`src/sfw_defs.svh`:
```
// constants for the serial flash write protocol
`ifndef SFW_DEFS_SVH
`define SFW_DEFS_SVH
`define SFW_MATCH_BYTE 8'h5a
`define SFW_BAUD_INIT 8'h28
`define SFW_CMD_WRITE 8'h30
`define SFW_ERR_LEAD0 8'ha1
`define SFW_ERR_LEAD1 8'ha3
`define SFW_ERR_BAUD 8'h62
`define SFW_ERR_CMD 8'h63
`define SFW_START_MARK 8'h3a
`define SFW_REC_DATA 8'h00
`define SFW_REC_END 8'h01
`define SFW_BLANK_BYTE 8'hff
`define SFW_BLANK_LO 16'hffe0
`define SFW_ERR_REPEAT 2'd3
`define SFW_BAUD_BPS 9600
`define SFW_CLK_HZ 10000000
`define SFW_BIT_CYCLES (`SFW_CLK_HZ / `SFW_BAUD_BPS)
`endif

```
`src/sfw_pkg.sv`:
```
// types for the serial flash write protocol
package sfw_pkg;
  typedef logic [7:0] sfw_byte_type;
  typedef logic [15:0] sfw_addr_type;
endpackage

```
`src/sfw_link_if.sv`:
```
// byte link between programming controller and device
`timescale 1ns/10ps
interface sfw_link_if;
  logic [7:0] hostData;
  logic hostValid;
  logic hostReady;
  logic hostRxError;
  logic [7:0] devData;
  logic devValid;
  logic devReady;
  logic [2:0] baudSel;
  modport device (
    input hostData, hostValid, hostRxError, devReady,
    output hostReady, devData, devValid, baudSel
  );
  modport host (
    output hostData, hostValid, hostRxError, devReady,
    input hostReady, devData, devValid, baudSel
  );
endinterface

```
`src/sfw_device.sv`:
```
// device end: boot protocol interpreter for the flash write command
// Behaviour
// - wait for 5AH, then run 9600 bps
// - echo 5AH back as first byte
// - unrecognised match byte: silent, retry detection
// - controller sends baud code, 28H unchanged
// - echo valid baud code, then switch rate
// - bad baud code: A1H,A3H,62H thrice, halt
// - write command 30H echoed when valid
// - bad command: A1H,A3H,63H thrice, halt
// - count address bytes taken silently
// - comparison address bytes taken silently
// - receive error in password phase halts
// - compare N password bytes, mismatch halts
// - blank product skips password compare
// - read protection or password error halts
// - no echo, discard until 3AH mark
// - parse record, write payload to flash
// - receive or record error halts silently
// - send checksum upper then lower byte
// - checksum only after clean end record
// - after checksum, wait for next command
// - controller must not write only FFE0H-FFFFH
// - controller erases before rewriting
`timescale 1ns/10ps
`include "sfw_defs.svh"
module sfw_device #(
  parameter logic [39:0] BAUD_CODES = 40'h28_18_20_30_38,
  parameter logic [4:0] BAUD_OK_MASK = 5'h1f
) (
  input wire logic ref_clk,
  input wire logic rst,
  sfw_link_if.device link,
  input wire logic readProtect,
  output logic [15:0] memAddr,
  input wire logic [7:0] memRdData,
  output logic memWrEn,
  output logic [7:0] memWrData,
  output logic halted,
  output logic [2:0] baudSelOut
);
  import sfw_pkg::*;
  typedef enum logic [10:0] {
    ST_MATCH = 11'h001, ST_BAUD = 11'h002, ST_CMD = 11'h004, ST_ADDR = 11'h008,
    ST_BLANK = 11'h010, ST_CNT = 11'h020, ST_PWD = 11'h040, ST_MARK = 11'h080,
    ST_REC = 11'h100, ST_SUM = 11'h200, ST_HALT = 11'h400
  } sfw_state_type;
  sfw_state_type state;
  logic [2:0] baudSel;
  logic [2:0] pendBaud;
  logic pendSwitch;
  logic [1:0] addrIdx;
  sfw_addr_type cntAddr;
  sfw_addr_type cmpAddr;
  sfw_byte_type pwdLeft;
  logic blankOk;
  logic [5:0] scanIdx;
  logic [2:0] recField;
  sfw_byte_type recLen;
  sfw_addr_type recAddr;
  sfw_addr_type wrAddr;
  sfw_byte_type recType;
  sfw_byte_type recSum;
  logic [15:0] totalSum;
  logic sumHigh;
  // transmit fifo path: error code queue counters
  logic [3:0] errCnt;
  sfw_byte_type errCode;
  logic txValid;
  sfw_byte_type txData;
  logic txReady;

  function automatic sfw_byte_type err_byte(input logic [3:0] n, input sfw_byte_type code);
    err_byte = (n > 4'd6) ? `SFW_ERR_LEAD0 : (n > 4'd3) ? `SFW_ERR_LEAD1 : code;
  endfunction

  // decoding of incoming bytes
  wire rxTake = link.hostValid && (state != ST_HALT) && (state != ST_SUM)
                && (errCnt == 4'd0) && txReady && !pendSwitch
                && (state != ST_BLANK) && (state != ST_CNT);
  wire sfw_byte_type rxByte = link.hostData;
  wire rxErr = link.hostRxError;
  logic baudHit;
  logic [2:0] baudIdx;
  always_comb begin
    baudHit = 1'b0;
    baudIdx = 3'd0;
    for (int i = 0; i < 5; i++) begin
      if (BAUD_CODES[39-8*i -: 8] == rxByte && BAUD_OK_MASK[4-i]) begin
        baudHit = 1'b1;
        baudIdx = 3'(i);
      end
    end
  end
  assign link.hostReady = rxTake || (state == ST_HALT);
  assign link.baudSel = baudSel;
  assign baudSelOut = baudSel;
  assign halted = (state == ST_HALT) && (errCnt == 4'd0);
  // a pending flash write keeps the address its data byte arrived with
  assign memAddr = memWrEn ? wrAddr
                 : (state == ST_BLANK) ? (`SFW_BLANK_LO + 16'(scanIdx[4:0]))
                 : (state == ST_CNT) ? cntAddr : (state == ST_PWD) ? cmpAddr : recAddr;

  sfw_fifo #(.WIDTH(8), .DEPTH(8)) txFifo (
    .ref_clk(ref_clk), .rst(rst),
    .inValid(txValid), .inReady(txReady), .inData(txData),
    .outValid(link.devValid), .outReady(link.devReady), .outData(link.devData)
  );

  // protocol sequencer
  always_ff @(posedge ref_clk) begin
    if (rst) begin
      state <= ST_MATCH;
      baudSel <= 3'd0;
      pendBaud <= 3'd0;
      pendSwitch <= 1'b0;
      addrIdx <= 2'd0;
      cntAddr <= '0;
      cmpAddr <= '0;
      pwdLeft <= '0;
      blankOk <= 1'b1;
      scanIdx <= '0;
      recField <= '0;
      recLen <= '0;
      recAddr <= '0;
      wrAddr <= '0;
      recType <= '0;
      recSum <= '0;
      totalSum <= '0;
      sumHigh <= 1'b1;
      errCnt <= '0;
      errCode <= '0;
      txValid <= 1'b0;
      txData <= '0;
      memWrEn <= 1'b0;
      memWrData <= '0;
    end else begin
      txValid <= 1'b0;
      memWrEn <= 1'b0;
      if (pendSwitch && !link.devValid && !txValid) begin
        baudSel <= pendBaud;
        pendSwitch <= 1'b0;
      end
      if (errCnt != 4'd0 && txReady && !txValid) begin // one push in flight, none lost
        txValid <= 1'b1;
        txData <= err_byte(errCnt, errCode);
        errCnt <= errCnt - 4'd1;
      end
      case (state)
        ST_MATCH: begin
          if (rxTake && !rxErr && rxByte == `SFW_MATCH_BYTE) begin
            baudSel <= 3'd0;
            txValid <= 1'b1;
            txData <= `SFW_MATCH_BYTE;
            state <= ST_BAUD;
          end
        end // other bytes dropped silently
        ST_BAUD: begin
          if (rxTake) begin
            if (baudHit && !rxErr) begin
              txValid <= 1'b1;
              txData <= rxByte;
              pendBaud <= baudIdx;
              pendSwitch <= 1'b1;
              state <= ST_CMD;
            end else begin
              errCnt <= 4'd9;
              errCode <= `SFW_ERR_BAUD;
              state <= ST_HALT;
            end
          end
        end
        ST_CMD: begin
          if (rxTake) begin
            if (rxByte == `SFW_CMD_WRITE && !rxErr) begin
              txValid <= 1'b1;
              txData <= rxByte;
              addrIdx <= 2'd0;
              state <= readProtect ? ST_HALT : ST_ADDR;
            end else begin
              errCnt <= 4'd9;
              errCode <= `SFW_ERR_CMD;
              state <= ST_HALT;
            end
          end
        end
        ST_ADDR: begin
          if (rxTake) begin
            if (rxErr) begin
              state <= ST_HALT;
            end else begin
              addrIdx <= addrIdx + 2'd1;
              case (addrIdx)
                2'd0: cntAddr[15:8] <= rxByte;
                2'd1: cntAddr[7:0] <= rxByte;
                2'd2: cmpAddr[15:8] <= rxByte;
                default: cmpAddr[7:0] <= rxByte;
              endcase
              if (addrIdx == 2'd3) begin
                scanIdx <= '0;
                blankOk <= 1'b1;
                state <= ST_BLANK;
              end
            end
          end
        end
        ST_BLANK: begin
          // scan the top 32 bytes for the blank pattern
          if (memRdData != `SFW_BLANK_BYTE) begin
            blankOk <= 1'b0;
          end
          scanIdx <= scanIdx + 6'd1;
          if (scanIdx == 6'd31) begin
            state <= (blankOk && memRdData == `SFW_BLANK_BYTE) ? ST_MARK : ST_CNT;
          end
        end
        ST_CNT: begin
          pwdLeft <= memRdData;
          state <= (memRdData == 8'h00) ? ST_MARK : ST_PWD;
        end
        ST_PWD: begin
          if (rxTake) begin
            if (rxErr || rxByte != memRdData) begin
              state <= ST_HALT;
            end else begin
              cmpAddr <= cmpAddr + 16'd1;
              pwdLeft <= pwdLeft - 8'd1;
              if (pwdLeft == 8'd1) begin
                state <= ST_MARK;
              end
            end
          end
        end
        ST_MARK: begin
          if (rxTake && rxErr) begin
            state <= ST_HALT;
          end else if (rxTake && rxByte == `SFW_START_MARK) begin
            recField <= 3'd0;
            recSum <= '0;
            state <= ST_REC;
          end
        end
        ST_REC: begin
          if (rxTake) begin
            recSum <= recSum + rxByte;
            if (rxErr) begin
              state <= ST_HALT;
            end else begin
              case (recField)
                3'd0: begin
                  recLen <= rxByte;
                  recField <= 3'd1;
                end
                3'd1: begin
                  recAddr[15:8] <= rxByte;
                  recField <= 3'd2;
                end
                3'd2: begin
                  recAddr[7:0] <= rxByte;
                  recField <= 3'd3;
                end
                3'd3: begin
                  recType <= rxByte;
                  recField <= (recLen == 8'h00) ? 3'd5 : 3'd4;
                  if (rxByte != `SFW_REC_DATA && rxByte != `SFW_REC_END) begin
                    state <= ST_HALT;
                  end
                end
                3'd4: begin
                  memWrEn <= 1'b1;
                  memWrData <= rxByte;
                  wrAddr <= recAddr;
                  totalSum <= totalSum + 16'(rxByte);
                  recAddr <= recAddr + 16'd1;
                  recLen <= recLen - 8'd1;
                  recField <= (recLen == 8'd1) ? 3'd5 : 3'd4;
                end
                default: begin
                  if (8'(recSum + rxByte) != 8'h00) begin
                    state <= ST_HALT;
                  end else if (recType == `SFW_REC_END) begin
                    sumHigh <= 1'b1;
                    state <= ST_SUM;
                  end else begin
                    state <= ST_MARK;
                  end
                end
              endcase
            end
          end
        end
        ST_SUM: begin
          if (txReady && errCnt == 4'd0 && !txValid) begin
            txValid <= 1'b1;
            txData <= sumHigh ? totalSum[15:8] : totalSum[7:0];
            sumHigh <= 1'b0;
            if (!sumHigh) begin
              totalSum <= '0;
              state <= ST_CMD;
            end
          end
        end
        ST_HALT: begin
          state <= ST_HALT;
        end
        default: state <= ST_HALT;
      endcase
    end
  end
endmodule

```
`src/sfw_fifo.sv`:
```
// parameterised fifo on the data path
`timescale 1ns/10ps
module sfw_fifo #(
  parameter int WIDTH = 8,
  parameter int DEPTH = 8
) (
  input wire logic ref_clk,
  input wire logic rst,
  input wire logic inValid,
  output logic inReady,
  input wire logic [WIDTH-1:0] inData,
  output logic outValid,
  input wire logic outReady,
  output logic [WIDTH-1:0] outData
);
  localparam int AW = $clog2(DEPTH);
  logic [WIDTH-1:0] mem [DEPTH];
  logic [AW-1:0] wrPtr;
  logic [AW-1:0] rdPtr;
  logic [AW:0] count;
  wire doWrite = inValid && inReady;
  wire doRead = outValid && outReady;
  // honest full and empty from the count
  assign inReady = (count != (AW+1)'(DEPTH));
  assign outValid = (count != '0);
  assign outData = mem[rdPtr];
  // pointer and count update
  always_ff @(posedge ref_clk) begin
    if (rst) begin
      wrPtr <= '0;
      rdPtr <= '0;
      count <= '0;
    end else begin
      if (doWrite) begin
        mem[wrPtr] <= inData;
        wrPtr <= (wrPtr == AW'(DEPTH - 1)) ? '0 : wrPtr + 1'b1;
      end
      if (doRead) begin
        rdPtr <= (rdPtr == AW'(DEPTH - 1)) ? '0 : rdPtr + 1'b1;
      end
      count <= count + (AW+1)'(doWrite) - (AW+1)'(doRead);
    end
  end
endmodule

```
`src/flat_wrapper.sv`:
```
// flat-port wrapper written by rule: the top's interface ports become plain ports
module sfw_device_flat import sfw_pkg::*;
#(
  parameter logic [39:0] BAUD_CODES = 40'h28_18_20_30_38,
  parameter logic [4:0] BAUD_OK_MASK = 5'h1f
)
  (ref_clk, rst, readProtect, memAddr, memRdData, memWrEn, memWrData, halted, baudSelOut, link_hostData, link_hostValid, link_hostRxError, link_devReady, link_hostReady, link_devData, link_devValid, link_baudSel);
  sfw_link_if link_i ();
  input wire logic ref_clk;
  input wire logic rst;
  input wire logic readProtect;
  output logic [15:0] memAddr;
  input wire logic [7:0] memRdData;
  output logic memWrEn;
  output logic [7:0] memWrData;
  output logic halted;
  output logic [2:0] baudSelOut;
  input wire logic [$bits(link_i.hostData)-1:0] link_hostData;
  input wire logic [$bits(link_i.hostValid)-1:0] link_hostValid;
  input wire logic [$bits(link_i.hostRxError)-1:0] link_hostRxError;
  input wire logic [$bits(link_i.devReady)-1:0] link_devReady;
  output wire logic [$bits(link_i.hostReady)-1:0] link_hostReady;
  output wire logic [$bits(link_i.devData)-1:0] link_devData;
  output wire logic [$bits(link_i.devValid)-1:0] link_devValid;
  output wire logic [$bits(link_i.baudSel)-1:0] link_baudSel;
  assign link_i.hostData = link_hostData;
  assign link_i.hostValid = link_hostValid;
  assign link_i.hostRxError = link_hostRxError;
  assign link_i.devReady = link_devReady;
  assign link_hostReady = link_i.hostReady;
  assign link_devData = link_i.devData;
  assign link_devValid = link_i.devValid;
  assign link_baudSel = link_i.baudSel;
  sfw_device #(.BAUD_CODES(BAUD_CODES), .BAUD_OK_MASK(BAUD_OK_MASK)) u_core (.ref_clk(ref_clk), .rst(rst), .link(link_i), .readProtect(readProtect), .memAddr(memAddr), .memRdData(memRdData), .memWrEn(memWrEn), .memWrData(memWrData), .halted(halted), .baudSelOut(baudSelOut));
endmodule
```
`config.mk`:
```
export PLATFORM = sky130hd
export DESIGN_NAME = sfw_device_flat
export DESIGN_NICKNAME = d
export VERILOG_FILES = /design/src/sfw_pkg.sv /design/src/sfw_link_if.sv /design/src/sfw_device.sv /design/src/sfw_fifo.sv /design/src/flat_wrapper.sv
export VERILOG_INCLUDE_DIRS = /design/src
export SDC_FILE = /design/constraint.sdc
export NUM_CORES = 1
export LEC_CHECK = 0
export ABC_AREA = 0
export BUFFER_PORTS_ARGS = -buffer_cell sky130_fd_sc_hd__buf_2
export CELL_PAD_IN_SITES_DETAIL_PLACEMENT = 0
export CELL_PAD_IN_SITES_GLOBAL_PLACEMENT = 1
export CORE_ASPECT_RATIO = 0.9
export CORE_MARGIN = 2
export CORE_UTILIZATION = 25
export DETAILED_ROUTE_END_ITERATION = 16
export PLACE_DENSITY_LB_ADDON = 0.1
export RECOVER_POWER = 25
export SLEW_MARGIN = 20
export SYNTH_ARGS = -nofsm -noshare
export SYNTH_HDL_FRONTEND = slang
export SYNTH_SLANG_ARGS = --single-unit
export TNS_END_PERCENT = 50
```
`constraint.sdc`:
```
create_clock -name ref_clk -period 5 [get_ports ref_clk]
set_input_delay 1 -clock ref_clk [delete_from_list [all_inputs] [get_ports ref_clk]]
set_output_delay 1 -clock ref_clk [all_outputs]
set_load 0.05 [all_outputs]
```
==> results.txt, run 1 <==
----------------------------------------------------
[Outcome]
  Run status ... finished clean

[Clock tree]
  Clock tree from TritonCTS ... built
  Worst-Skew Late Latency ... roughly 0.57 ns
  Post-cts sizing count ... 0
  Max H-tree Level ... 2
  CTS sink count ... roughly 240
  Post-CTS Setup Inserts ... 0
  Hold Buf Count CTS ... 0
  Number of buffers inserted during clock tree synthesis ... 34
  Bufs on Longest Clock Path ... 3
  Register clock-pin slew on the reported worst setup and hold paths ... roughly 0.060 ns
  Cell chosen for the clock root ... sky130_fd_sc_hd__clkbuf_16

[Routing]
  Post-route antenna net violation count ... 0
  Pre-antenna DRT Iters ... 5
  Per-cell routed wire length ... just over 20 um
  DR iter-0 viols ... approximately 700
  Total wire length ... around 46000 um
  Number of remaining DRC errors ... 0
  Vias per cell ... ~5
  Total via count after detailed routing ... 11300

[Pwr]
  Internal power component ... ~0.0040 W
  Max IR drop VDD ... about 0.23 mV
  Final Total Pwr ... 0.00593 W
  Power per cell area ... between 300 and 400 nW/um^2
  Flop pwr share ... between 30 and 40%
  Share of total power in the clock network ... approximately 41%
  Switching part of the total ... between 30% and 40%
  Fraction of power consumed by combinational cells ... a little over a fifth
  Static leakage power ... approximately 5.4 nW
  Switching component of the power ... around 0.0019 W

[Synth]
  Fraction of the yosys area taken by sequential cells ... between 40% and 50%
  Average footprint of a synthesized cell ... 8.81 sq um
  Number of flops mapped to enable cells by yosys ... 64
  Number of instances in the synthesized netlist ... between 1500 and 2000
  Most area-consuming cells after synthesis ... sky130_fd_sc_hd__dfxtp_1, sky130_fd_sc_hd__edfxtp_1, sky130_fd_sc_hd__nand2_1
  Most common flop cell mapped by yosys ... sky130_fd_sc_hd__dfxtp_1
  Fraction of synthesized cell area taken by the top area cell type ... 27.1%
  Synthesis Warnings ... 0
  Cell variety after synth ... 87
  Syn Nets ... around 1600
  Share of synthesized registers carrying an async set or reset ... 0%
  Synthesized cell area ... between 10000 and 15000 sq um
  Largest area contributor in the synthesized netlist ... sky130_fd_sc_hd__dfxtp_1
  Count of state elements after synthesis ... ~240

[Floorplan]
  Area enclosed by the die boundary ... around 55000 sq um
  Number of standard-cell rows in the floorplan ... 80
  Vert. Die Dim ... between 200 and 250 um
  Die span in x ... around 250 um
  Core Footprint ... ~53000 sq um
  Starting density of the core ... between 20% and 30%
  Number of top-level pins ... 64

[Timing]
  Final Cycle Share ... roughly 92%
  Actual transition at the worst max-transition pin ... approximately 0.99 ns
  Minimum clock period ... 4.61 ns
  Fin Setup TNS ... 0 ns
  Number of setup violations in the final report ... 0
  Slew HR ... about 34%
  Setup repair after global routing missed its margin ... false
  Setup skew after layout ... a little under 0.04 ns
  Hold Violations, Final ... 0
  Final number of max-transition violations ... 0
  Upper clock frequency limit ... 217 MHz

[Global route]
  Global route overflow ... 0
  Total routing resource utilization after global routing ... ~17%
  Wire length of the first global-routing pass ... between 70000 and 80000 um
  Number of global-route vias before repair ... between 10000 and 15000
  Largest net degree at the start of global routing ... between 90 and 100
  Initial antenna violation count ... 1

[Layout]
  Fin nets ... between 1500 and 2000
  Most used cells in the layout excluding fill and tap cells ... sky130_fd_sc_hd__nand2_1, sky130_fd_sc_hd__dfxtp_1, sky130_fd_sc_hd__nor2_1
  Most common library cell in the layout ignoring fill and taps ... sky130_fd_sc_hd__nand2_1
  Fraction of final layout cells with drive strength greater than 1 ... between 10% and 20%
  Synth-to-Final Area Change ... 15.7%
  Number of filler instances in the final layout ... 5616

[Critical path]
  Required time worst endpoint ... 4.00 ns
  Crit path max-delay family ... simple AND/OR/NAND/NOR gates
  FF-to-FF setup slack ... 1.43 ns
  Critical path endpoint category ... output pin
  CP max FO ... 10
  Kind of start point of the critical path ... register
  Arr. time, crit path ... around 3.6 ns
  Number of buffer and inverter stages on the critical path ... 1
  Critical path class ... reg2out
  Highest-delay cell along the critical path ... sky130_fd_sc_hd__or4_1
  Cell-by-cell trace of the critical path ... or4_1, or3_4, nor2_1, nor2_1, a21oi_1, buf_2
  Largest incremental delay on the critical path ... approximately 0.70 ns
  Cell repeated most along the worst path ... sky130_fd_sc_hd__nor2_1

[Run]
  Number of maximum-capacitance constraint violations ... 0

[Worst hold path]
  Path class of the lowest-slack min-delay path ... reg2reg

[Placement]
  Routability-driven placement congestion ratio ... around 0.76
  Port buffer count ... 63
  Half-perimeter wire length after placement ... between 30000 and 40000 um

----------------------------------------------------
==> worst paths after layout <==
check / from / endpoint / cells after the start
worst min register to register: u_core.memWrData[2] / u_core.memWrData[2] / 2
worst max-delay path: u_core.state[0] / memAddr[8] / 6
worst max register to register: u_core.state[4] / u_core.recAddr[9] / 8
worst min-delay path: u_core.memWrData[2] / u_core.memWrData[2] / 2
==> metal layers <==
metal / vias up / GRT usage [%] / routed length [um]
met2: 181 / 25.2 / 19700
li1: 5550 / - / -
met1: 5500 / 24.6 / 23500
met4: 2 / 4.72 / 988
met5: - / 0 / 13
met3: 69 / 2.81 / 1730
==> power by group through the flow <==
stage | Sequential, W | Clock, W | Combinational, W
floorplan | 0.00222 | 0 | 0.000947
global placement | 0.00227 | 0 | 0.00129
detailed placement | 0.00227 | 0 | 0.00128
CTS | 0.00223 | 0.00253 | 0.00128
global route | 0.00224 | 0.00261 | 0.00141
finish | 0.00223 | 0.00244 | 0.00127
==> logic make-up (layout without fill, tap and decap cells) <==
| kind of cell | Yosys count | after routing | synth area share (%) |
|---|---|---|---|
| DFF | 244 | 244 | 41.6 |
| adders and majority gates | 42 | 42 | 4.13 |
| AOI/OAI and AO/OA | 332 | 332 | 15.8 |
| and+or+nand+nor | 656 | 656 | 24.7 |
| buffers and inverters | 125 | 179 | 4.17 |
| xor gates and xnor gates | 38 | 38 | 2.61 |
| other | 0 | 1 | 0 |
| muxes | 71 | 71 | 6.99 |
==> tightest hold or removal path: cells and delay by family, from the launching register on <==
kind | cells | cell delay, ns
AO/OA/AOI/OAI | 1 | 0.05
flip-flops | 1 | 0.31
AND/OR/NAND/NOR | 1 | 0.05
==> sequential cells by signal (all words and copies together) (netlist names), 4 cells and up, named ones only <==
name	cells
u_core.txFifo.count	4
u_core.memWrData	8
u_core.wrAddr	16
u_core.txFifo.mem	64
u_core.cntAddr	16
u_core.pwdLeft	8
u_core.recSum	8
u_core.recType	8
u_core.state	11
u_core.cmpAddr	16
u_core.errCnt	4
u_core.recAddr	16
u_core.recLen	8
u_core.totalSum	16
u_core.scanIdx	6
u_core.txData	8
==> area by class of cell <==
type	instances	area, sq um	share of cell area, %
repair buffers	92	523	3.40
clock buffers	49	947	6.16
flip-flops and latches	244	5530	36.0
inverters	27	101	0.660
well taps	697	872	5.68
multi-input cells	1139	7220	47.0
diodes	1	2.50	0.0163
clock inverters	11	170	1.11
==> stage by stage <==
stage / setup slack [ns] / util [%] / instances / hold WS (ns) / cell area (sq um)
detailed placement: 1.00 / 27.0 / 2199 / 0.446 / 14300
global route: 0.172 / 29.1 / 2259 / 0.475 / 15400
global placement: 1.05 / 27.0 / 2199 / 0.434 / 14300
floorplan: 0.756 / - / 1508 / 0.426 / 13300
finish: 0.387 / 29.1 / 2260 / 0.454 / 15400
CTS: 0.360 / 29.2 / 2259 / 0.454 / 15400
==> synth_stat cells (6+ instances only) <==
library cell / number
sky130_fd_sc_hd__inv_1: 27
sky130_fd_sc_hd__a211oi_1: 7
sky130_fd_sc_hd__and4_1: 8
sky130_fd_sc_hd__buf_2: 17
sky130_fd_sc_hd__o211ai_1: 8
sky130_fd_sc_hd__a32oi_1: 7
sky130_fd_sc_hd__dfxtp_1: 180
sky130_fd_sc_hd__mux2i_1: 41
sky130_fd_sc_hd__nor3_1: 49
sky130_fd_sc_hd__o31ai_1: 15
sky130_fd_sc_hd__xnor2_1: 25
sky130_fd_sc_hd__nor2b_1: 18
sky130_fd_sc_hd__xor2_1: 12
sky130_fd_sc_hd__or3_1: 9
sky130_fd_sc_hd__and3_1: 13
sky130_fd_sc_hd__nand2_1: 208
sky130_fd_sc_hd__nor3b_1: 13
sky130_fd_sc_hd__nand2b_1: 21
sky130_fd_sc_hd__nand3_1: 48
sky130_fd_sc_hd__mux2_2: 13
sky130_fd_sc_hd__clkbuf_1: 64
sky130_fd_sc_hd__nand3b_1: 9
sky130_fd_sc_hd__mux4_2: 16
sky130_fd_sc_hd__o21ai_0: 73
sky130_fd_sc_hd__or4_1: 11
sky130_fd_sc_hd__a21o_1: 11
sky130_fd_sc_hd__a31oi_1: 9
sky130_fd_sc_hd__ha_1: 39
sky130_fd_sc_hd__a22oi_1: 17
sky130_fd_sc_hd__nand4_1: 25
sky130_fd_sc_hd__buf_6: 6
sky130_fd_sc_hd__a21oi_1: 123
sky130_fd_sc_hd__nor2_1: 169
sky130_fd_sc_hd__o22ai_1: 8
sky130_fd_sc_hd__nor4_1: 13
sky130_fd_sc_hd__buf_1: 6
sky130_fd_sc_hd__edfxtp_1: 64
Note: power is estimated with default switching activity, not from simulation.
==> run 2, diff against run 1 <==
--- a/config.mk
+++ b/config.mk
@@ -8,6 +8,7 @@
 export LEC_CHECK = 0
 export ABC_AREA = 0
 export BUFFER_PORTS_ARGS = -buffer_cell sky130_fd_sc_hd__buf_2
+export CAP_MARGIN = 10
 export CELL_PAD_IN_SITES_DETAIL_PLACEMENT = 0
 export CELL_PAD_IN_SITES_GLOBAL_PLACEMENT = 1
 export CORE_ASPECT_RATIO = 0.9
==> constraint.sdc (replaced) <==
create_clock -name ref_clk -period 5 [get_ports ref_clk]
set_input_delay 0.25 -clock ref_clk [delete_from_list [all_inputs] [get_ports ref_clk]]
set_output_delay 0.25 -clock ref_clk [all_outputs]
set_load 0.05 [all_outputs]
==> results.txt, run 2 (synthesized netlist as in run 1, its figures left out) <==
----------------------------------------------------
[Outcome]
  Run status ... finished clean

[Floorplan]
  Number of top-level pins ... 64 (unchanged)
  Starting density of the core ... 25.2% (unchanged)
  Die span in x ... 247 um (unchanged)
  Area enclosed by the die boundary ... 55000 sq um (unchanged)
  Vert. Die Dim ... 223 um (unchanged)
  Core Footprint ... 52800 sq um (unchanged)
  Number of standard-cell rows in the floorplan ... 80 (unchanged)

[Timing]
  Number of setup violations in the final report ... 0 (unchanged)
  Setup skew after layout ... 0.0218 ns (-0.0170 ns)
  Final number of max-transition violations ... 0 (unchanged)
  Fin Setup TNS ... 0 ns (unchanged)
  Final Cycle Share ... 79.4% (-13 points)
  Upper clock frequency limit ... 252 MHz (+16%)
  Minimum clock period ... 3.97 ns (-0.642 ns)
  Setup repair after global routing missed its margin ... false
  Slew HR ... 30.7% (-3.0 points)
  Hold Violations, Final ... 0 (unchanged)
  Actual transition at the worst max-transition pin ... 1.04 ns (+0.0419 ns)

[Pwr]
  Static leakage power ... 5.42 nW (-0.41%)
  Flop pwr share ... 37.5% (about the same)
  Max IR drop VDD ... 0.191 mV (-16%)
  Share of total power in the clock network ... 41.4% (+0.3 points)
  Switching part of the total ... 32.3% (-0.086 points)
  Internal power component ... 0.00402 W (+0.20%)
  Switching component of the power ... 0.00192 W (-0.19%)
  Fraction of power consumed by combinational cells ... 21.0% (-0.4 points)
  Power per cell area ... 388 nW/um^2 (+0.35%)

[Routing]
  Detailed-routed wire length on met3 ... 1700 um (-2.2%)
  Vias per cell ... 5.04 (+0.78%)
  DR iter-0 viols ... 802 (+13%)
  Post-route antenna net violation count ... 0 (unchanged)
  Met2 Wirelength ... 19800 um (+0.68%)
  Number of remaining DRC errors ... 0 (unchanged)
  Total wire length ... 46700 um (+1.6%)
  Total via count after detailed routing ... 11400 (+0.51%)
  Uppermost signal routing layer after detailed routing ... met4
  Per-cell routed wire length ... 20.7 um (+1.8%)
  Wl on met1 ... 24200 um (+3.0%)
  Pre-antenna DRT Iters ... 5 (unchanged)

[Critical path]
  CP max FO ... 16 (+6)
  Kind of start point of the critical path ... register
  Number of cells on the worst reg-to-reg path ... 7 (-1)
  Critical path class ... reg2out
  Startpoint of the most critical register-to-register path ... u_core.state[10]
  Cell-by-cell trace of the critical path ... nor3_2, and4_1, buf_4, nand2_1, nand3_1, o21ai_0, a21oi_1, buf_2
  Required time worst endpoint ... 4.75 ns (+0.75 ns)
  Number of buffer and inverter stages on the critical path ... 2 (+1)
  Total number of cells along the worst setup path ... 8 (+2)
  Highest-delay cell along the critical path ... sky130_fd_sc_hd__and4_1
  Critical path endpoint category ... output pin
  Crit path max-delay family ... simple AND/OR/NAND/NOR gates
  Arr. time, crit path ... 3.72 ns (+0.11 ns)
  Launch point of the worst path ... u_core.state[10]
  Largest incremental delay on the critical path ... 0.84 ns (+0.14 ns)

[Global route]
  Initial antenna violation count ... 2 (+1)
  Largest net degree at the start of global routing ... 69 (-27%)
  Wire length of the first global-routing pass ... 70900 um (+0.88%)
  Total routing resource utilization after global routing ... 17.0% (+0.14 points)
  Number of global-route vias before repair ... 11100 (-0.62%)
  Global route overflow ... 0 (unchanged)

[Run]
  Number of maximum-capacitance constraint violations ... 0 (unchanged)

[Layout]
  Fraction of final layout cells with drive strength greater than 1 ... 12.9% (+0.37 points)
  Most used cells in the layout excluding fill and tap cells ... sky130_fd_sc_hd__nand2_1, sky130_fd_sc_hd__dfxtp_1, sky130_fd_sc_hd__nor2_1
  Most common library cell in the layout ignoring fill and taps ... sky130_fd_sc_hd__nand2_1
  Register with the highest flop count ... u_core.txFifo.mem
  Fin nets ... 1595 (-0.44%)
  Synth-to-Final Area Change ... 15.4%
  Post-Layout Cell Count ... 2254 (-0.27%)
  Cell area after layout ... 15300 sq um (-0.28%)
  Number of flip-flops in the largest register ... 64 (unchanged)

[Worst hold path]
  Hold Crit Depth ... 3 (+1)
  Path class of the lowest-slack min-delay path ... in2reg
  Startpoint of the tightest hold check path ... memRdData[0]

[Clock tree]
  Post-CTS Setup Inserts ... 0 (unchanged)
  Number of buffers inserted during clock tree synthesis ... 34 (unchanged)
  Post-cts sizing count ... 0 (unchanged)
  Bufs on Longest Clock Path ... 3 (unchanged)
  CTS sink count ... 244 (unchanged)
  Register clock-pin slew on the reported worst setup and hold paths ... 0.05 ns (about the same)
  Cell chosen for the clock root ... sky130_fd_sc_hd__clkbuf_16
  Worst-Skew Late Latency ... 0.54 ns (-0.03 ns)
  Max H-tree Level ... 2 (unchanged)
  Clock tree from TritonCTS ... built
  Hold Buf Count CTS ... 0 (unchanged)

[Placement]
  Port buffer count ... 63 (unchanged)
  Cell Area, Placed ... 14200 sq um (-0.37%)
  # placed instances ... 2192 (-0.32%)
  Routability-driven placement congestion ratio ... 0.753 (-0.87%)
  Half-perimeter wire length after placement ... 31700 um (about the same)

----------------------------------------------------
## run 2: metal layers
layer	vias to the layer above	track usage, %
met4	0	4.62
li1	5539	-
met1	5560	26.0
met2	210	24.6
met5	-	0
met3	51	2.26
## run 2: area by class of cell
type | count | area, sq um
flip-flops and latches | 244 | 5530
multi-input cells | 1139 | 7230
fillers | 5606 | 37400
inverters | 27 | 101
clock buffers | 41 | 917
well taps | 697 | 872
clock inverters | 20 | 204
diodes | 1 | 2.50
repair buffers | 85 | 469
## run 2: worst min-delay path, delay by kind of cell
| family | cells | cell delay, ns |
|---|---|---|
| buffers and inverters | 1 | 0.14 |
| AND/OR/NAND/NOR | 1 | 0.07 |
| AO/OA/AOI/OAI | 1 | 0.07 |
## run 2: power by group through the flow
stage	logic, W	clock network, W	registers, W
after floorplan	0.000947	0	0.00222
after global placement	0.00126	0	0.00227
after detailed placement	0.00126	0	0.00227
after CTS	0.00126	0.00256	0.00223
after global routing	0.00137	0.00263	0.00224
final	0.00125	0.00246	0.00223
## run 2: final timing paths
check                                           end  slack, ns
worst max-delay path                     memAddr[6]       1.03
worst min-delay path              u_core.pwdLeft[0]       0.05
worst min register to register     u_core.wrAddr[1]       0.45
worst max register to register  u_core.totalSum[15]       1.40
## run 2: through the flow
stage	power [W]	util (%)	setup WS, ns	hold WS, ns
floorplan	0.00316	-	1.51	0.423
global placement	0.00353	26.9	1.45	0.439
detailed placement	0.00353	26.9	1.40	0.444
CTS	0.00605	29.1	1.01	0.0217
global route	0.00624	29.0	0.771	0.0482
finish	0.00594	29.0	1.03	0.0544
